## src/core/mb_pkg.sv

```systemverilog
package mb_pkg;

  // ************************************************
  // frame layout and buffer sizing
  // ************************************************
  localparam int HDR_BYTES = 7;
  localparam int DATA_DEPTH = 32;
  localparam int DATA_AW = 5;
  localparam logic [7:0] MIN_LEN = 8'h04;
  localparam logic [7:0] SINGLE_LEN = 8'h08;
  localparam logic [8:0] MULTI_OVERHEAD = 9'h009;
  localparam logic [2:0] RESP_LEN = 3'h6;
  localparam logic [2:0] EXC_LEN = 3'h3;

  // ************************************************
  // function and exception codes
  // ************************************************
  localparam logic [7:0] BROADCAST = 8'h00;
  localparam logic [7:0] FC_COIL = 8'h05;
  localparam logic [7:0] FC_REG = 8'h06;
  localparam logic [7:0] FC_LOOP = 8'h08;
  localparam logic [7:0] FC_COILS = 8'h0F;
  localparam logic [7:0] FC_REGS = 8'h10;
  localparam logic [7:0] FC_EXC_FLAG = 8'h80;
  localparam logic [7:0] EXC_NONE = 8'h00;
  localparam logic [7:0] EXC_FUNC = 8'h01;
  localparam logic [7:0] EXC_ADDR = 8'h02;
  localparam logic [7:0] EXC_DATA = 8'h03;
  localparam logic [7:0] EXC_BUSY = 8'h22;
  localparam logic [15:0] COIL_ON = 16'hFF00;
  localparam logic [15:0] COIL_OFF = 16'h0000;
  localparam logic [15:0] SUB_ECHO = 16'h0000;

  // ************************************************
  // map limits (highest item number, largest count)
  // ************************************************
  localparam logic [16:0] COIL_LAST = 17'h000FF;
  localparam logic [16:0] REG_LAST = 17'h03FFF;
  localparam logic [15:0] COIL_MAX_CNT = 16'h0020;
  localparam logic [15:0] REG_MAX_CNT = 16'h0010;

  // ************************************************
  // crc
  // ************************************************
  localparam logic [15:0] CRC_INIT = 16'hFFFF;
  localparam logic [15:0] CRC_POLY = 16'hA001;
  localparam logic [15:0] CRC_GOOD = 16'h0000;

  typedef enum logic [2:0] {
    ST_RX = 3'b000,
    ST_CHECK = 3'b001,
    ST_RD = 3'b010,
    ST_USE = 3'b011,
    ST_TX = 3'b100
  } state_t;

  function automatic logic [15:0] crc16_byte(input logic [15:0] crc, input logic [7:0] d);
    logic [15:0] c;
    c = crc ^ {8'h00, d};
    for (int i = 0; i < 8; i++) begin
      c = c[0] ? ((c >> 1) ^ CRC_POLY) : (c >> 1);
    end
    return c;
  endfunction : crc16_byte

endpackage : mb_pkg

```

## src/core/frame_ram.sv

```systemverilog
module frame_ram (
  // clock
  input wire logic i_clock,
  input wire logic i_ce,
  // write port
  input wire logic i_we,
  input wire logic [mb_pkg::DATA_AW-1:0] i_waddr,
  input wire logic [7:0] i_wdata,
  // read port, one cycle latency
  input wire logic [mb_pkg::DATA_AW-1:0] i_raddr,
  output logic [7:0] o_rdata
);

  logic [7:0] mem_r [0:mb_pkg::DATA_DEPTH-1];

  always_ff @(posedge i_clock) begin
    if (i_ce && i_we) begin
      mem_r[i_waddr] <= i_wdata;
    end
  end

  always_ff @(posedge i_clock) begin
    if (i_ce) begin
      o_rdata <= mem_r[i_raddr];
    end
  end

endmodule : frame_ram

```

## src/core/modbus_slave_write_loopback.sv

```systemverilog
// Summary of operation
// - broadcast queries for these functions are never answered nor executed.
// - item number addressed is the start field plus one.
// - function 05 writes one coil, echoes query, else exception.
// - function 06 stores change data in register, echoes query.
// - function 08 echoes address, function, subcode and data with crc.
// - loopback accepts only subcode 0000; others get a data exception.
// - function 0F writes consecutive coils, replies header without data.
// - data byte count must match the byte-count field, else frame dropped.
// - function 10 writes consecutive registers, high byte first, in order.
// - exception reply is function plus 80h, exception code, crc.
// - first packed coil maps to bit 0 of first data byte.
// - no reply to broadcast, error, other address, bad gap or length.
module modbus_slave_write_loopback (
  // clock and reset
  input wire logic i_clock,
  input wire logic i_srst,
  input wire logic i_ce,
  // configuration
  input wire logic [7:0] i_slave_addr,
  input wire logic i_write_lock,
  // received frame from the character layer
  input wire logic i_rx_valid,
  input wire logic [7:0] i_rx_data,
  input wire logic i_rx_error,
  input wire logic i_rx_end,
  // response bytes
  output logic o_tx_valid,
  output logic [7:0] o_tx_data,
  input wire logic i_tx_ready,
  // coil write port
  output logic o_coil_we,
  output logic [15:0] o_coil_addr,
  output logic o_coil_val,
  // holding register write port
  output logic o_reg_we,
  output logic [15:0] o_reg_addr,
  output logic [15:0] o_reg_data
);

  mb_pkg::state_t state_r;
  logic [7:0] hdr_r [0:mb_pkg::HDR_BYTES-1];
  logic [7:0] rx_cnt_r;
  logic [15:0] rx_crc_r;
  logic rx_err_r;
  logic rx_ovf_r;
  logic [7:0] exc_r;
  logic multi_coil_r;
  logic [4:0] idx_r;
  logic [4:0] end_idx_r;
  logic [7:0] hi_r;
  logic [2:0] tx_idx_r;
  logic [15:0] tx_crc_r;
  logic [7:0] rdata;
  logic drop;
  logic [7:0] exc_code;

  wire logic [7:0] slave = hdr_r[0];
  wire logic [7:0] fc = hdr_r[1];
  wire logic [15:0] start_field = {hdr_r[2], hdr_r[3]};
  wire logic [15:0] word2 = {hdr_r[4], hdr_r[5]};
  wire logic [7:0] byte_cnt = hdr_r[6];
  wire logic [16:0] start_item = {1'b0, start_field} + 17'h00001;
  wire logic [16:0] last_item = {1'b0, start_field} + {1'b0, word2};
  wire logic [2:0] tx_len = (exc_r != mb_pkg::EXC_NONE) ? mb_pkg::EXC_LEN : mb_pkg::RESP_LEN;
  wire logic [mb_pkg::DATA_AW-1:0] rx_waddr = mb_pkg::DATA_AW'(rx_cnt_r - 8'(mb_pkg::HDR_BYTES));
  wire logic rx_take = (state_r == mb_pkg::ST_RX) && i_rx_valid;
  wire logic rx_to_ram = rx_take && (rx_cnt_r >= 8'(mb_pkg::HDR_BYTES));
  wire logic tx_fire = (state_r == mb_pkg::ST_TX) && i_tx_ready;

  // response byte; exception replies swap in function flag and code
  function automatic logic [7:0] tx_byte(input logic [2:0] idx, input logic [15:0] crc);
    if (idx < tx_len) begin
      if (exc_r == mb_pkg::EXC_NONE) begin
        return hdr_r[idx];
      end else begin
        unique case (idx)
          3'h0: return slave;
          3'h1: return fc | mb_pkg::FC_EXC_FLAG;
          default: return exc_r;
        endcase
      end
    end else if (idx == tx_len) begin
      return crc[7:0];
    end else begin
      return crc[15:8];
    end
  endfunction : tx_byte

  // ************************************************
  // frame buffer for data bytes past the header
  // ************************************************
  frame_ram frame_ram_inst (
    .i_clock(i_clock),
    .i_ce(i_ce),
    .i_we(rx_to_ram && (rx_cnt_r < 8'(mb_pkg::HDR_BYTES + mb_pkg::DATA_DEPTH))),
    .i_waddr(rx_waddr),
    .i_wdata(i_rx_data),
    .i_raddr(multi_coil_r ? {3'h0, idx_r[4:3]} : idx_r),
    .o_rdata(rdata)
  );

  // ************************************************
  // query validation
  // ************************************************
  always_comb begin
    drop = 1'b0;
    exc_code = mb_pkg::EXC_NONE;
    if (rx_err_r || rx_cnt_r < mb_pkg::MIN_LEN) begin
      drop = 1'b1;
    end
    if (rx_crc_r != mb_pkg::CRC_GOOD) begin
      drop = 1'b1;
    end
    if (slave == mb_pkg::BROADCAST || slave != i_slave_addr) begin
      drop = 1'b1;
    end
    unique case (fc)
      mb_pkg::FC_COIL: begin
        if (rx_cnt_r != mb_pkg::SINGLE_LEN) drop = 1'b1;
        else if (word2 != mb_pkg::COIL_ON && word2 != mb_pkg::COIL_OFF) exc_code = mb_pkg::EXC_DATA;
        else if (start_item > mb_pkg::COIL_LAST) exc_code = mb_pkg::EXC_ADDR;
        else if (i_write_lock) exc_code = mb_pkg::EXC_BUSY;
      end
      mb_pkg::FC_REG: begin
        if (rx_cnt_r != mb_pkg::SINGLE_LEN) drop = 1'b1;
        else if (start_item > mb_pkg::REG_LAST) exc_code = mb_pkg::EXC_ADDR;
        else if (i_write_lock) exc_code = mb_pkg::EXC_BUSY;
      end
      mb_pkg::FC_LOOP: begin
        if (rx_cnt_r != mb_pkg::SINGLE_LEN) drop = 1'b1;
        else if (start_field != mb_pkg::SUB_ECHO) exc_code = mb_pkg::EXC_DATA;
      end
      mb_pkg::FC_COILS: begin
        if (rx_ovf_r || {1'b0, rx_cnt_r} != mb_pkg::MULTI_OVERHEAD + {1'b0, byte_cnt}) drop = 1'b1;
        else if (word2 == 16'h0000 || word2 > mb_pkg::COIL_MAX_CNT) exc_code = mb_pkg::EXC_DATA;
        else if (byte_cnt < 8'((word2 + 16'h0007) >> 3)) exc_code = mb_pkg::EXC_DATA;
        else if (last_item > mb_pkg::COIL_LAST) exc_code = mb_pkg::EXC_ADDR;
        else if (i_write_lock) exc_code = mb_pkg::EXC_BUSY;
      end
      mb_pkg::FC_REGS: begin
        if (rx_ovf_r || {1'b0, rx_cnt_r} != mb_pkg::MULTI_OVERHEAD + {1'b0, byte_cnt}) drop = 1'b1;
        else if (word2 == 16'h0000 || word2 > mb_pkg::REG_MAX_CNT) exc_code = mb_pkg::EXC_DATA;
        else if ({8'h00, byte_cnt} != (word2 << 1)) exc_code = mb_pkg::EXC_DATA;
        else if (last_item > mb_pkg::REG_LAST) exc_code = mb_pkg::EXC_ADDR;
        else if (i_write_lock) exc_code = mb_pkg::EXC_BUSY;
      end
      default: exc_code = mb_pkg::EXC_FUNC;
    endcase
  end

  // ************************************************
  // receive capture; ignored while a query is served
  // ************************************************
  always_ff @(posedge i_clock) begin
    if (i_srst) begin
      rx_cnt_r <= 8'h00;
      rx_crc_r <= mb_pkg::CRC_INIT;
      rx_err_r <= 1'b0;
      rx_ovf_r <= 1'b0;
    end else if (i_ce) begin
      if (state_r == mb_pkg::ST_CHECK) begin
        rx_cnt_r <= 8'h00;
        rx_crc_r <= mb_pkg::CRC_INIT;
        rx_err_r <= 1'b0;
        rx_ovf_r <= 1'b0;
      end else if (state_r == mb_pkg::ST_RX) begin
        if (i_rx_error) rx_err_r <= 1'b1;
        if (i_rx_valid) begin
          if (rx_cnt_r != 8'hFF) rx_cnt_r <= rx_cnt_r + 8'h01;
          rx_crc_r <= mb_pkg::crc16_byte(rx_crc_r, i_rx_data);
          if (rx_to_ram && rx_cnt_r >= 8'(mb_pkg::MULTI_OVERHEAD) + 8'(mb_pkg::DATA_DEPTH)) rx_ovf_r <= 1'b1;
        end
      end
    end
  end

  always_ff @(posedge i_clock) begin
    if (i_srst) begin
      for (int i = 0; i < mb_pkg::HDR_BYTES; i++) hdr_r[i] <= 8'h00;
    end else if (i_ce && rx_take && rx_cnt_r < 8'(mb_pkg::HDR_BYTES)) begin
      hdr_r[rx_cnt_r[2:0]] <= i_rx_data;
    end
  end

  // ************************************************
  // sequencing
  // ************************************************
  always_ff @(posedge i_clock) begin
    if (i_srst) begin
      state_r <= mb_pkg::ST_RX;
      exc_r <= mb_pkg::EXC_NONE;
      multi_coil_r <= 1'b0;
      end_idx_r <= 5'h00;
    end else if (i_ce) begin
      unique case (state_r)
        mb_pkg::ST_RX: begin
          if (i_rx_end && (rx_cnt_r != 8'h00 || i_rx_valid)) state_r <= mb_pkg::ST_CHECK;
        end
        mb_pkg::ST_CHECK: begin
          exc_r <= exc_code;
          multi_coil_r <= (fc == mb_pkg::FC_COILS);
          end_idx_r <= (fc == mb_pkg::FC_COILS) ? 5'(word2 - 16'h0001) : 5'((word2 << 1) - 16'h0001);
          if (drop) state_r <= mb_pkg::ST_RX;
          else if (exc_code == mb_pkg::EXC_NONE && (fc == mb_pkg::FC_COILS || fc == mb_pkg::FC_REGS)) begin
            state_r <= mb_pkg::ST_RD;
          end else state_r <= mb_pkg::ST_TX;
        end
        mb_pkg::ST_RD: state_r <= mb_pkg::ST_USE;
        mb_pkg::ST_USE: state_r <= (idx_r == end_idx_r) ? mb_pkg::ST_TX : mb_pkg::ST_RD;
        mb_pkg::ST_TX: begin
          if (i_tx_ready && tx_idx_r == tx_len + 3'h1) state_r <= mb_pkg::ST_RX;
        end
        default: state_r <= mb_pkg::ST_RX;
      endcase
    end
  end

  always_ff @(posedge i_clock) begin
    if (i_srst) begin
      idx_r <= 5'h00;
    end else if (i_ce) begin
      if (state_r == mb_pkg::ST_CHECK) idx_r <= 5'h00;
      else if (state_r == mb_pkg::ST_USE) idx_r <= idx_r + 5'h01;
    end
  end

  // ************************************************
  // write ports; writes happen only once the frame checked
  // ************************************************
  always_ff @(posedge i_clock) begin
    if (i_srst) begin
      o_coil_we <= 1'b0;
      o_coil_addr <= 16'h0000;
      o_coil_val <= 1'b0;
    end else if (i_ce) begin
      o_coil_we <= 1'b0;
      if (state_r == mb_pkg::ST_CHECK && !drop && exc_code == mb_pkg::EXC_NONE && fc == mb_pkg::FC_COIL) begin
        o_coil_we <= 1'b1;
        o_coil_addr <= start_item[15:0];
        o_coil_val <= (word2 == mb_pkg::COIL_ON);
      end else if (state_r == mb_pkg::ST_USE && multi_coil_r) begin
        o_coil_we <= 1'b1;
        o_coil_addr <= start_item[15:0] + {11'h000, idx_r};
        o_coil_val <= rdata[idx_r[2:0]];
      end
    end
  end

  always_ff @(posedge i_clock) begin
    if (i_srst) begin
      o_reg_we <= 1'b0;
      o_reg_addr <= 16'h0000;
      o_reg_data <= 16'h0000;
      hi_r <= 8'h00;
    end else if (i_ce) begin
      o_reg_we <= 1'b0;
      if (state_r == mb_pkg::ST_CHECK && !drop && exc_code == mb_pkg::EXC_NONE && fc == mb_pkg::FC_REG) begin
        o_reg_we <= 1'b1;
        o_reg_addr <= start_item[15:0];
        o_reg_data <= word2;
      end else if (state_r == mb_pkg::ST_USE && !multi_coil_r) begin
        if (!idx_r[0]) hi_r <= rdata;
        else begin
          // ascending order keeps the upper word of a wide value at the lower number
          o_reg_we <= 1'b1;
          o_reg_addr <= start_item[15:0] + {12'h000, idx_r[4:1]};
          o_reg_data <= {hi_r, rdata};
        end
      end
    end
  end

  // ************************************************
  // response transmit
  // ************************************************
  assign o_tx_valid = (state_r == mb_pkg::ST_TX);

  always_ff @(posedge i_clock) begin
    if (i_srst) begin
      tx_idx_r <= 3'h0;
      tx_crc_r <= mb_pkg::CRC_INIT;
      o_tx_data <= 8'h00;
    end else if (i_ce) begin
      if (state_r != mb_pkg::ST_TX) begin
        tx_idx_r <= 3'h0;
        tx_crc_r <= mb_pkg::CRC_INIT;
        o_tx_data <= slave;
      end else if (tx_fire) begin
        tx_idx_r <= tx_idx_r + 3'h1;
        if (tx_idx_r < tx_len) begin
          tx_crc_r <= mb_pkg::crc16_byte(tx_crc_r, o_tx_data);
          o_tx_data <= tx_byte(tx_idx_r + 3'h1, mb_pkg::crc16_byte(tx_crc_r, o_tx_data));
        end else begin
          o_tx_data <= tx_byte(tx_idx_r + 3'h1, tx_crc_r);
        end
      end
    end
  end

endmodule : modbus_slave_write_loopback

```

## config.mk

```make
export PLATFORM = sky130hd
export DESIGN_NAME = modbus_slave_write_loopback
export DESIGN_NICKNAME = d
export VERILOG_FILES = /design/src/core/mb_pkg.sv /design/src/core/frame_ram.sv /design/src/core/modbus_slave_write_loopback.sv
export SDC_FILE = /design/constraint.sdc
export NUM_CORES = 1
export LEC_CHECK = 0
export BUFFER_PORTS_ARGS = -buffer_cell sky130_fd_sc_hd__buf_2
export CAP_MARGIN = 20
export CORE_AREA = 5 5 198 200
export DETAILED_ROUTE_END_ITERATION = 10
export DIE_AREA = 0 0 203 205
export PLACE_DENSITY = 0.8
export SLEW_MARGIN = 40
export SYNTH_ARGS = -nofsm -noshare
export SYNTH_HDL_FRONTEND = slang
export SYNTH_SLANG_ARGS = --single-unit
export TNS_END_PERCENT = 5
```

## constraint.sdc

```tcl
create_clock -name i_clock -period 5.3 [get_ports i_clock]
set_clock_uncertainty 0.05 [all_clocks]
set_input_delay 0.795 -clock i_clock [delete_from_list [all_inputs] [get_ports i_clock]]
set_output_delay 0.795 -clock i_clock [all_outputs]
set_load 0.02 [all_outputs]
```

### After elaboration in Yosys (flattened, before gate mapping)

Memory sizes are Yosys's and may differ from the RTL's. A register that Yosys moved wholly into a read port is not among the register bits.
Index checks and enable logic that the tools add are counted.
W data, S select, Z words.

| word-level totals | value |
|---|---|
| register bits | 134 |
| bits in latches | 0 |
| RAM bits | 312 |
| ROM bits | 0 |
| input bits | 24 |
| output and inout bits | 60 |
| logic and storage cells | 261 |
| memories | 2 |

Memories:

| name | depth | width | read ports | clocked after Yosys merged registers in | write ports | line | text |
|---|---|---|---|---|---|---|---|
| frame_ram_inst.mem_r | 32 | 8 | 1 | 1 | 1 | frame_ram.sv:14 | `logic [7:0] mem_r [0:mb_pkg::DATA_DEPTH-1];` |
| hdr_r | 7 | 8 | 8 | 0 | 7 | modbus_slave_write_loopback.sv:42 | `logic [7:0] hdr_r [0:mb_pkg::HDR_BYTES-1];` |

| cells by class | value |
|---|---|
| add/subtract/negate cells | 13 |
| multiply operators | 0 |
| div/mod/pow operators | 0 |
| order comparisons | 15 |
| eq/ne operators | 23 |
| shift-type cells | 0 |
| muxes and demuxes | 105 |
| bitwise operators | 20 |
| reductions and logical operators | 64 |

Operators by type and width:

| cell | number |
|---|---|
| $mux W16 | 30 |
| $mux W8 | 18 |
| $mux W6 | 9 |
| $not A2 Y3 | 16 |
| $reduce_bool A16 Y1 | 3 |
| $pmux W8 S5 | 1 |
| $gt A17 B14 Y1 const B | 2 |
| $gt A17 B8 Y1 const B | 2 |
| $xor A16 B8 Y16 | 2 |
| $mux W1 | 28 |
| $mux W3 | 9 |
| $logic_not A8 Y1 | 3 |
| $reduce_bool A2 Y1 | 11 |
| $mux W5 | 4 |
| $logic_and A1 B1 Y1 | 18 |
| $add A16 B1 Y17 const B | 1 |
| $add A16 B16 Y17 | 1 |
| $add A16 B4 Y16 | 1 |
| $add A16 B5 Y16 | 1 |
| $eq A16 B16 Y1 const B | 1 |
| $eq A8 B3 Y1 const B | 2 |
| $eq A8 B4 Y1 const B | 2 |
| $gt A16 B5 Y1 const B | 1 |
| $gt A16 B6 Y1 const B | 1 |
| 45 further kinds | 73 |

### Longest topological paths before layout

Gate-level depths: netlist (run 1).

| logic depth | value |
|---|---|
| depth after elaboration | 22 |
| gate-level depth with buffers | 17 |
| gate-level depth less buffers | 16 |

### Cells and area by module

A second synthesis (run 1) with hierarchy kept.

| unflattened totals | value |
|---|---|
| cell total of the unflattened synthesis | 1899 |
| area total of the unflattened synthesis | 22922.0 µm² |

By module, submodules not included:

| module | instances | cells each | area an instance (µm²) | seq. area each (µm²) |
|---|---|---|---|---|
| modbus_slave_write_loopback | 1 | 1481 | 12783.5 | 4424.2 |
| frame_ram | 1 | 418 | 10138.5 | 7927.6 |

### Worst setup path after synthesis (run 1)

No wires, ideal clock.

| path | value |
|---|---|
| path type | register to register |
| from | register tx_idx_r[0] |
| to | register o_tx_data[1] |
| setup time | 0.128 ns |
| arrival time | 3.586 ns |
| required time | 5.122 ns |
| path slack | 1.536 ns |
| stages on the path, launching flop included | 17 |
| buffers on the path | 4 |
| clock period less this slack | 3.764 ns |
| path through | dfxtp_1 -> clkbuf_1 -> clkbuf_1 -> inv_1 -> ha_1 -> clkbuf_1 -> nand2_1 -> or2_2 -> clkbuf_1 -> nor2_1 -> nor2_1 -> a221oi_1 -> a211oi_1 -> a21oi_1 -> nor2_1 -> a21oi_1 -> nor2_1 |

| between the ends | value |
|---|---|
| word-level cells in the longest chain between the ends | 8 |
| elaborated cells between the ends (all ways) | 16 |
| those cells by class | 1 x add/sub; 2 x order compare; 2 x eq/ne; 9 x mux; 1 x reduce/logical; 1 x memory |

Ends and longest elaborated chain:

| what | line | text |
|---|---|---|
| from (decl) | modbus_slave_write_loopback.sv:52 | `logic [2:0] tx_idx_r;` |
| from (signal assigned) | modbus_slave_write_loopback.sv:290 | `tx_idx_r <= tx_idx_r + 3'h1;` |
| $add A3 B1 Y3 | modbus_slave_write_loopback.sv:293, modbus_slave_write_loopback.sv:295 |  |
| $eq A3 B1 Y1 or $logic_not A3 Y1 (tied branches) | modbus_slave_write_loopback.sv:77 | `unique case (idx)` |
| $pmux W8 S2 | modbus_slave_write_loopback.sv:77 |  |
| $mux W8 | modbus_slave_write_loopback.sv:74 | `if (exc_r == mb_pkg::EXC_NONE) begin` |
| $mux W8 | modbus_slave_write_loopback.sv:73 | `if (idx < tx_len) begin` |
| $mux W8 (*) | modbus_slave_write_loopback.sv:291 | `if (tx_idx_r < tx_len) begin` |
| $mux W8 (*) | modbus_slave_write_loopback.sv:289 | `end else if (tx_fire) begin` |
| $mux W8 (*) | modbus_slave_write_loopback.sv:285 | `if (state_r != mb_pkg::ST_TX) begin` |
| to (signal assigned) | modbus_slave_write_loopback.sv:288 | `o_tx_data <= slave;` |
| to (signal assigned) | modbus_slave_write_loopback.sv:293 | `o_tx_data <= tx_byte(tx_idx_r + 3'h1, mb_pkg::crc16_byte(tx_crc_r, o_tx_data));` |
| to (signal assigned) | modbus_slave_write_loopback.sv:295 | `o_tx_data <= tx_byte(tx_idx_r + 3'h1, tx_crc_r);` |
| to (decl) | modbus_slave_write_loopback.sv:29 | `output logic [7:0] o_tx_data,` |

Mark *: on every way between the ends. The rest lies on a longest branch, timed or not. The select of a mux whose other input is x is not followed.
A chain may end at the register's enable or synchronous reset.

==> results of run 1 <==
## metrics by stage
step	util (%)	total power, uW
after floorplan	-	4340
after global placement	64.1	4510
after detailed placement	64.2	4520
after CTS	68.4	7890
after global routing	68.4	8110
final	68.4	7870
## final cells by class
type	count	area, um2
Tap cell	474	593
Clock inverter	25	349
Fill cell	2615	11700
Timing Repair Buffer	114	667
Clock buffer	61	1230
Multi-Input combinational cell	1422	10100
Inverter	38	144
Sequential cell	457	12400
## layout by cell type, fill, tap and decap left out, types with 27 or more instances in the layout
| cell type | netlist | routed |
|---|---|---|
| clkbuf_16 | 0 | 46 |
| inv_1 | 36 | 36 |
| nor3_1 | 55 | 53 |
| mux4_2 | 81 | 81 |
| buf_2 | 20 | 82 |
| a211oi_1 | 29 | 29 |
| nor4_1 | 27 | 27 |
| xor2_1 | 57 | 57 |
| nor2_1 | 235 | 230 |
| nand3_1 | 92 | 91 |
| o21ai_0 | 66 | 66 |
| buf_4 | 4 | 30 |
| o211ai_1 | 29 | 29 |
| dfxtp_1 | 137 | 137 |
| edfxtp_1 | 320 | 320 |
| nand2_1 | 244 | 244 |
| mux2i_1 | 46 | 45 |
| xnor2_1 | 77 | 77 |
| a21oi_1 | 76 | 75 |
| ha_1 | 52 | 52 |
## where the power goes
part	switching [uW]	total [uW]	internal, uW
sequential	76.9	3930	3850
combinational	331	530	199
clock	1420	3410	2000
total	1830	7870	6050
## cells by family (layout without fill, tap and decap cells)
kind of cell | Yosys count | after routing | synth area share (%)
multiplexers | 130 | 130 | 10.1
XOR/XNOR | 134 | 134 | 5.09
AO/OA/AOI/OAI | 325 | 325 | 9.77
flip-flops | 457 | 457 | 53.5
adder cells (fa/ha/maj) | 55 | 55 | 3.08
AND/OR/NAND/NOR | 778 | 778 | 15.6
buffers and inverters | 154 | 238 | 2.78
## critical path, stage by stage, from the launching register on
cell	delay, ns
edfxtp_1	0.66
ha_1	0.41
nand3_1	0.32
nor4_1	0.63
mux2i_1	0.38
or4bb_1	0.54
nand2b_1	0.14
o2111ai_4	0.17
o22ai_4	0.14
buf_4	0.30
buf_4	0.44
nor2_1	0.13
a211oi_2	0.24
## state kept, by name (all words and copies together), names as in the netlist, 3 cells and up
register,flops
rx_cnt_r,8
end_idx_r,5
frame_ram_inst.o_rdata,8
hi_r,8
frame_ram_inst.mem_r,256
o_reg_addr,16
tx_crc_r,16
exc_r,3
o_tx_data,8
tx_idx_r,3
idx_r,5
o_coil_addr,16
state_r,3
o_reg_data,16
rx_crc_r,16
hdr_r,64
## routing by layer
metal  track usage [%]  vias to the layer above  share of wire, %
met2              50.8                      949                48
met4              16.9                        0               6.4
met3              4.43                      236               8.4
met5                 0                        -                 0
met1              39.0                     8345                37
li1                  -                     7652                 -
## final timing paths
| path | startpoint | to |
|---|---|---|
| min | o_coil_addr[11]$_SDFFE_PP0P_ | o_coil_addr[11]$_SDFFE_PP0P_ |
| min reg2reg | o_coil_addr[11]$_SDFFE_PP0P_ | o_coil_addr[11]$_SDFFE_PP0P_ |
| max | hdr_r[3][1]$_SDFFCE_PN0P_ | o_reg_data[0]$_SDFFE_PP0P_ |
| max reg2reg | hdr_r[3][1]$_SDFFCE_PN0P_ | o_reg_data[0]$_SDFFE_PP0P_ |
==> results_dict.tcl, run 1 <==
set metrics [dict create \
    status "completed" \
    detail_route.vias_per_cell 6.63 \
    synth.largest_area_cell "edfxtp_1" \
    cts_hold_buf 0 \
    whs_ns 0.399 \
    r2r_setup_slack_ns 0.63 \
    gp_congestion 0.968 \
    drcViolationCount 0 \
    worstPathRequired_ns 5.76 \
    tightestPinTransition_ns 0.852 \
    postCtsSetupBuffers 0 \
    drv_cap 0 \
    fin_crit_ns 4.67 \
    wirelength_um 63800 \
    drive_above_1_share_pct 14.9 \
    rows 71 \
    final.period_utilization_pct 88.1 \
    dp_slack_ns 0.830 \
    design_area_um2 25500 \
    die_x_um 203 \
    grt_setup_unrepaired "no" \
    netlist_instances 2033 \
    dpl_cell_area_um2 23900 \
    vias 17200 \
    antenna_found_initial 0 \
    relSlewSlack_pct 42.7 \
    max_clock_freq_mhz 214 \
    syn-num-nets 2112 \
    cts_resized 0 \
    grt_max_degree 68 \
    async_reset_ff_share_pct 0 \
    clk-insertion-delay-late_ns 0.60 \
    core_um2 37200 \
    synth_seq_cells 457 \
    leakagePower_uw 0.00899 \
    start_util_pct 62.0 \
    finalSetupViolCount 0 \
    clkSinkCount 457 \
    h-tree-depth 2 \
    synth_top_area_share_pct 41.6 \
    hold_path_depth 2 \
    numCtsBuffers 46 \
    syn_to_final_growth_pct 10.4 \
    grt_pass1_wl_um 98400 \
    cp_max_fo 33 \
    dp.cells 2505 \
    r2r_cells 12 \
    hold_violations 0 \
    hp-class "flop to flop" \
    finalWorstSetupSlack_ns 0.633 \
    io_pins 84 \
    ys_warn_count 0 \
    dp_hpwl_um 42300 \
    synth.area.top_cells "edfxtp_1 (42%), dfxtp_1 (12%), mux4_2 (7.9%)" \
    ys_types 85 \
    synthFlopType "edfxtp_1" \
    cts_tree "built" \
    crit_path_start_kind "flop" \
    slew_violations 0 \
    grt_pass1_vias 17000 \
    portBuffers 83 \
    end_kind "flop" \
    p_per_area_nw_per_um2 309 \
    final_nets 2158 \
    drt_iter0_drc 1809 \
    synth_edf_count 320 \
    path_clk_slew_ns 0.06 \
    ir_drop_mv 0.333 \
    die_area_um2 41600 \
    globalRouteTotalUtil_pct 30.6 \
    dr.pass1.iters 6 \
    stdcell_count 2591 \
    path_class "flop to flop" \
    arrival_ns 5.12 \
    yosysSeqAreaShare_pct 53.5 \
    die_height_um 205 \
    wire_per_inst_um 24.6 \
    synth_most_common_cell "edfxtp_1" \
    avgSynthCellArea_um2 11.3 \
    syn-cell-area_um2 23100 \
    cts_buffer_depth 3 \
    clockRootBuffer "clkbuf_16" \
    overflow 0 \
    yosys-top-cells-count "edfxtp_1 (320), nand2_1 (244), nor2_1 (235)" \
    detail-route-antenna-nets 0 \
    antenna_cells 0 \
    finalSetupTns_ns 0 \
]
No activity file was read; power rests on OpenSTA's default activity.
==> inputs of run 2 (changes only) <==
--- a/config.mk
+++ b/config.mk
@@ -5,11 +5,12 @@
 export SDC_FILE = /design/constraint.sdc
 export NUM_CORES = 1
 export LEC_CHECK = 0
+export ABC_AREA = 1
 export BUFFER_PORTS_ARGS = -buffer_cell sky130_fd_sc_hd__buf_2
 export CAP_MARGIN = 20
-export CORE_AREA = 5 5 198 200
+export CORE_AREA = 5 5 201 203
 export DETAILED_ROUTE_END_ITERATION = 10
-export DIE_AREA = 0 0 203 205
+export DIE_AREA = 0 0 206 208
 export PLACE_DENSITY = 0.8
 export SLEW_MARGIN = 40
 export SYNTH_ARGS = -nofsm -noshare
==> run 2 against run 1 <==
- via count grew 19%
- synthesized cell count grew 36%
- setup slack lost 0.030 ns
- cell count grew 30%
- clock-buffer cell count shrank 2
- flip-flop and latch count is the same
- sequential power is essentially flat
- maximum frequency shrank 0.63%
- cell area grew 3.8%
- combinational power grew 64%
- power grew 4.8%
- first-iteration DRC count grew 35%
==> results_dict.tcl, run 2 <==
set metrics [dict create \
    path_cells "inv_1 -> ha_1 -> nand2_1 -> nand4_1 -> nor3_1 -> nand3_1 -> xor2_1 -> ha_1 -> nand2_1 -> nor2_1 -> a211oi_1 -> nand2_1 -> nand2_1 -> nand2_1 -> nand2_1 -> a21oi_1 -> nand3_2 -> nor2_8 -> nand3_4 -> nand2_2 -> nand2_4 -> a21oi_1 -> nor2_1" \
    max_clock_freq_mhz 213 \
    start_util_pct 62.4 \
    path_class "flop to flop" \
    synth_most_common_cell "nand2_1" \
    p_per_area_nw_per_um2 312 \
    grt_pass1_vias 19400 \
    fin_util_pct 69.1 \
    async_reset_ff_share_pct 0 \
    drv_cap 0 \
    crit_family "simple AND/OR/NAND/NOR gates" \
    synth.largest_area_cell "edfxtp_1" \
    clkSinkCount 457 \
    crit_path_start_kind "flop" \
    overflow 0 \
    final.period_utilization_pct 88.6 \
    antenna_found_initial 1 \
    cpMostUsedCell "nand2_1" \
    drcViolationCount 0 \
    combPwrFrac_pct 10.5 \
    antenna_cells 0 \
    cts_tree "built" \
    numCtsBuffers 48 \
    path_clk_slew_ns 0.06 \
    p_switching_uw 2130 \
    portBuffers 83 \
    reg_top3 "frame_ram_inst.mem_r: 256 flops, hdr_r: 64 flops" \
    die_area_um2 42800 \
    syn-cell-area_um2 23900 \
    h-tree-depth 2 \
    arrival_ns 5.14 \
    cts_buffer_depth 3 \
    design_area_um2 26500 \
    die_x_um 206 \
    slew_violations 0 \
    synthFlopType "edfxtp_1" \
    synth_seq_cells 457 \
    cpMaxStageDelayCell "edfxtp_1" \
    worstPathRequired_ns 5.74 \
    core_um2 38300 \
    leakagePower_uw 0.0105 \
    wirelength_um 69200 \
    clk-insertion-delay-late_ns 0.62 \
    grt_setup_unrepaired "no" \
    wire_per_inst_um 20.5 \
    fin_crit_ns 4.70 \
    max_stage_delay_ns 0.54 \
    finalSetupTns_ns 0 \
    globalRouteTotalUtil_pct 31.3 \
    crit_buf_inv 1 \
    cts_hold_buf 0 \
    end_kind "flop" \
    ys_warn_count 0 \
    synth_top_area_share_pct 40.2 \
    die_height_um 208 \
    io_pins 84 \
    detail_route.vias_per_cell 6.07 \
    synth_edf_count 320 \
    layout_common_cells "nand2_1 (484), nor2_1 (441), edfxtp_1 (320), o21ai_0 (276), inv_1 (275)" \
    drive_above_1_share_pct 9.14 \
    detail-route-antenna-nets 0 \
    largest_reg_flops 256 \
    tightestPinTransition_ns 0.854 \
    seqPwrFrac_pct 47.8 \
    grt_pass1_wl_um 105000 \
    syn_to_final_growth_pct 10.8 \
    postCtsSetupBuffers 0 \
    avgSynthCellArea_um2 8.62 \
    ys_types 60 \
    finalSetupViolCount 0 \
    netlist_instances 2769 \
    relSlewSlack_pct 42.9 \
    top_register "frame_ram_inst.mem_r" \
    cts_resized 0 \
    grt_max_degree 78 \
    yosys-top-cells-count "nand2_1 (486), nor2_1 (452), edfxtp_1 (320)" \
    synth.area.top_cells "edfxtp_1 (40%), dfxtp_1 (11%), nand2_1 (7.6%)" \
    dr.pass1.iters 6 \
    clockRootBuffer "clkbuf_16" \
    swShare_pct 25.8 \
    yosysSeqAreaShare_pct 51.7 \
    dp_hpwl_um 48500 \
    cp_max_fo 64 \
    drt_iter0_drc 2446 \
    syn-num-nets 2848 \
    final_nets 2899 \
    status "completed" \
    rows 72 \
    hold_violations 0 \
    vias 20500 \
    p_int_uw 6120 \
    p_clk_share_pct 41.7 \
    ir_drop_mv 0.404 \
    layout_commonest_cell "nand2_1" \
    gp_congestion 1.00 \
    dpl_cell_area_um2 24800 \
    hp-class "flop to flop" \
]
## run 2: cell count changes in the layout (fill, tap and decap cells not counted), moves of 40 or more
cell	before	now
xnor2_1	77	33
nor2_1	230	441
mux4_2	81	0
mux2i_1	45	0
nand2_1	244	484
o21ai_0	66	276
inv_1	36	275
a21oi_1	75	115
## run 2: cell type report
type	count	area (um2)
clock buffers	59	1320
clock inverters	28	309
fillers	3028	11800
inverters	292	1100
multi-input cells	1909	10000
flip-flops and latches	457	12400
well taps	518	648
repair buffers	112	691
## run 2: worst paths after layout
path                    startpoint                          end  slack [ns]  depth (start not counted)
min          rx_ovf_r$_SDFFE_PP0P_        rx_ovf_r$_SDFFE_PP0P_        0.41                          2
min reg2reg  rx_ovf_r$_SDFFE_PP0P_        rx_ovf_r$_SDFFE_PP0P_        0.41                          2
max reg2reg  hdr_r[5][1]$_DFFE_PP_  o_reg_addr[14]$_SDFFE_PP0P_        0.60                         23
max          hdr_r[5][1]$_DFFE_PP_  o_reg_addr[14]$_SDFFE_PP0P_        0.60                         23
## run 2: metrics by stage
stage / power [uW] / cells / hold WS [ns] / worst slack, ns
final: 8250 / 3375 / 0.410 / 0.603
after global routing: 8530 / 3375 / 0.387 / 0.215
after CTS: 8270 / 3375 / 0.379 / 0.605
after detailed placement: 4860 / 3288 / 0.398 / 0.642
after global placement: 4840 / 3286 / 0.394 / 0.738
after floorplan: 4570 / 2769 / 0.380 / 1.90
## run 2: power by group through the flow
stage	Clock, uW	Sequential, uW	Combinational, uW
after floorplan	0	3990	576
after global placement	0	4020	826
after detailed placement	0	4020	845
after CTS	3470	3940	853
after global routing	3630	3950	950
final	3440	3950	869
## run 2: worst reg2reg max path, delay by kind of cell (launching register included)
family	cells	cell delay [ns]
DFF	1	0.54
AOI/OAI and AO/OA	3	0.59
buffers and inverters	1	0.22
and+or+nand+nor	16	2.42
adders and majority gates	2	0.58
xor gates and xnor gates	1	0.19
## run 2: cells by family after synthesis
logic type | Yosys count | share of synthesized area, %
XOR/XNOR | 99 | 3.77
AND/OR/NAND/NOR | 1177 | 20.7
AO/OA/AOI/OAI | 578 | 14.3
flip-flops | 457 | 51.7
adder cells (fa/ha/maj) | 55 | 2.98
buffers and inverters | 403 | 6.54
## run 2: routing by layer
metal | part of all wire [%] | wire (um) | vias to the layer above | track usage [%]
met5 | 0 | 0 | - | 0
met4 | 5.9 | 4110 | 0 | 16.6
met3 | 8.3 | 5780 | 266 | 5.81
met2 | 48 | 33500 | 1046 | 51.7
met1 | 37 | 25800 | 9579 | 39.2
li1 | - | - | 9584 | -
==> inputs of run 3 (changes only) <==
--- a/config.mk
+++ b/config.mk
@@ -8,9 +8,9 @@
 export ABC_AREA = 1
 export BUFFER_PORTS_ARGS = -buffer_cell sky130_fd_sc_hd__buf_2
 export CAP_MARGIN = 20
-export CORE_AREA = 5 5 201 203
+export CORE_AREA = 5 5 154 266
 export DETAILED_ROUTE_END_ITERATION = 10
-export DIE_AREA = 0 0 206 208
+export DIE_AREA = 0 0 159 271
 export PLACE_DENSITY = 0.8
 export SLEW_MARGIN = 40
 export SYNTH_ARGS = -nofsm -noshare
==> run 3 against run 2 <==
- clock-buffer cell count fell by 4
- die area rose by 0.56%
- first-iteration DRC count fell by 24%
- maximum frequency fell by 3.9%
- critical endpoint is now o_reg_addr[10]$_SDFFE_PP0P_
- largest cell class unchanged
==> results_dict.tcl, run 3 (synthesis results as in run 2) <==
set metrics [dict create \
    crit_start "hdr_r[5][1]$_DFFE_PP_" \
    die_height_um 271 \
    core_um2 38400 \
    r2r_cells 23 \
    finalSetupTns_ns 0 \
    crit_path_start_kind "flop" \
    postCtsSetupBuffers 0 \
    die_area_um2 43100 \
    worstReg2RegStart "hdr_r[5][1]$_DFFE_PP_" \
    h-tree-depth 2 \
    drt_iter0_drc 1852 \
    portBuffers 83 \
    detail-route-antenna-nets 0 \
    tightestPinTransition_ns 0.808 \
    r2r-end "o_reg_addr[10]$_SDFFE_PP0P_" \
    relSlewSlack_pct 45.5 \
    grt.met2_usage_pct 60.6 \
    final.period_utilization_pct 92.3 \
    end_kind "flop" \
    n_fill_cell 3058 \
    r2r_setup_slack_ns 0.41 \
    dp_hpwl_um 57500 \
    cts_tree "built" \
    slew_violations 0 \
    antenna_found_initial 3 \
    layout_commonest_cell "nand2_1" \
    seq_area_um2 12400 \
    grt_setup_unrepaired "no" \
    top_register "frame_ram_inst.mem_r" \
    hold_violations 0 \
    io_pins 84 \
    detail_route.vias_per_cell 6.17 \
    cp_max_fo 64 \
    critPathCapture "o_reg_addr[10]$_SDFFE_PP0P_" \
    worstPathRequired_ns 5.70 \
    cts_hold_buf 0 \
    hp-class "flop to flop" \
    start_util_pct 62.2 \
    largest_reg_flops 256 \
    numCtsBuffers 40 \
    gp_congestion 1.16 \
    syn_to_final_growth_pct 9.29 \
    fin_crit_ns 4.89 \
    use_met1_pct 34.1 \
    rows 95 \
    final_nets 2897 \
    grt_util_met3_pct 5.00 \
    grt_pass1_vias 20000 \
    grt_max_degree 79 \
    wirelength_um 77300 \
    wire_per_inst_um 23.2 \
    path_class "flop to flop" \
    cts_buffer_depth 3 \
    clkSinkCount 457 \
    status "completed" \
    overflow 0 \
    multi_input_area_um2 10000 \
    vias 20600 \
    grt_busiest_layer "met2" \
    drcViolationCount 0 \
    cts_resized 0 \
    dr.pass1.iters 6 \
    path_clk_slew_ns 0.07 \
    drive_above_1_share_pct 8.32 \
    arrival_ns 5.29 \
    fin_util_pct 68.0 \
    ir_drop_mv 0.393 \
    finalSetupViolCount 0 \
    clk-insertion-delay-late_ns 0.57 \
    grt_pass1_wl_um 116000 \
    max_clock_freq_mhz 205 \
    clockRootBuffer "clkbuf_16" \
    drv_cap 0 \
    p_per_area_nw_per_um2 301 \
    die_x_um 159 \
    globalRouteTotalUtil_pct 34.7 \
    leakagePower_uw 0.0104 \
    reg_top3 "frame_ram_inst.mem_r: 256 flops, hdr_r: 64 flops" \
    layout_common_cells "nand2_1 (484), nor2_1 (450), edfxtp_1 (320), o21ai_0 (277), inv_1 (275)" \
]
## run 3: area by class of cell
cell class	count	share of cell area, %
diodes	3	0.0288
well taps	485	2.33
repair buffers	118	2.69
flip-flops and latches	457	47.3
multi-input cells	1909	38.3
clock buffers	55	4.33
clock inverters	17	0.757
inverters	292	4.22
## run 3: worst max-delay path, cell delays in order (launching register included)
cell	delay [ns]
edfxtp_1	0.56
inv_1	0.25
ha_1	0.28
nand2_1	0.15
nand4_1	0.14
nor3_1	0.28
nand3_1	0.13
xor2_1	0.16
ha_1	0.30
nand2_1	0.07
nor2_1	0.12
a211oi_1	0.06
nand2_1	0.10
nand2_1	0.09
nand2_1	0.07
nand2_1	0.06
a21oi_1	0.28
nand3_2	0.18
nor2_8	0.19
nand3_4	0.31
nand2_2	0.21
nand2_4	0.37
nor2_1	0.26
nor2_1	0.08
## run 3: routing by layer
metal	wire, um	share of wire, %	vias to the layer above
met1	24500	32	9635
met3	4650	6.0	380
met5	15	0.019	-
met4	9720	13	2
met2	38500	50	1036
li1	-	-	9539
## run 3: metrics by stage
step           power [uW]  worst slack (ns)  area (um2)  hold WS, ns  std cells
2_1_floorplan        4570              1.90       23900        0.380       2769
3_3_place_gp         4890             0.583       24800        0.392       3261
3_5_place_dp         4910             0.472       24800        0.401       3261
4_1_cts              7830             0.458       26100        0.411       3333
5_1_grt              8090            0.0284       26100        0.434       3333
6_report             7840             0.410       26100        0.411       3336
## run 3: report_power, final
| group | internal [uW] | switching [uW] | leakage, uW |
|---|---|---|---|
| combinational | 263 | 650 | 0.00571 |
| clock | 1650 | 1320 | 0.000652 |
| sequential | 3870 | 85.5 | 0.00405 |
## run 3: worst min-delay path by stage
stage                                  end  depth (start not counted)                        start  slack (ns)
2_1_floorplan        rx_ovf_r$_SDFFE_PP0P_                          2        rx_ovf_r$_SDFFE_PP0P_        0.38
3_3_place_gp         rx_ovf_r$_SDFFE_PP0P_                          2        rx_ovf_r$_SDFFE_PP0P_        0.39
4_1_cts              rx_ovf_r$_SDFFE_PP0P_                          2        rx_ovf_r$_SDFFE_PP0P_        0.41
6_report             rx_ovf_r$_SDFFE_PP0P_                          2        rx_ovf_r$_SDFFE_PP0P_        0.41
5_1_grt        o_reg_addr[15]$_SDFFE_PP0P_                          2  o_reg_addr[15]$_SDFFE_PP0P_        0.43
3_5_place_dp         rx_ovf_r$_SDFFE_PP0P_                          2        rx_ovf_r$_SDFFE_PP0P_        0.40
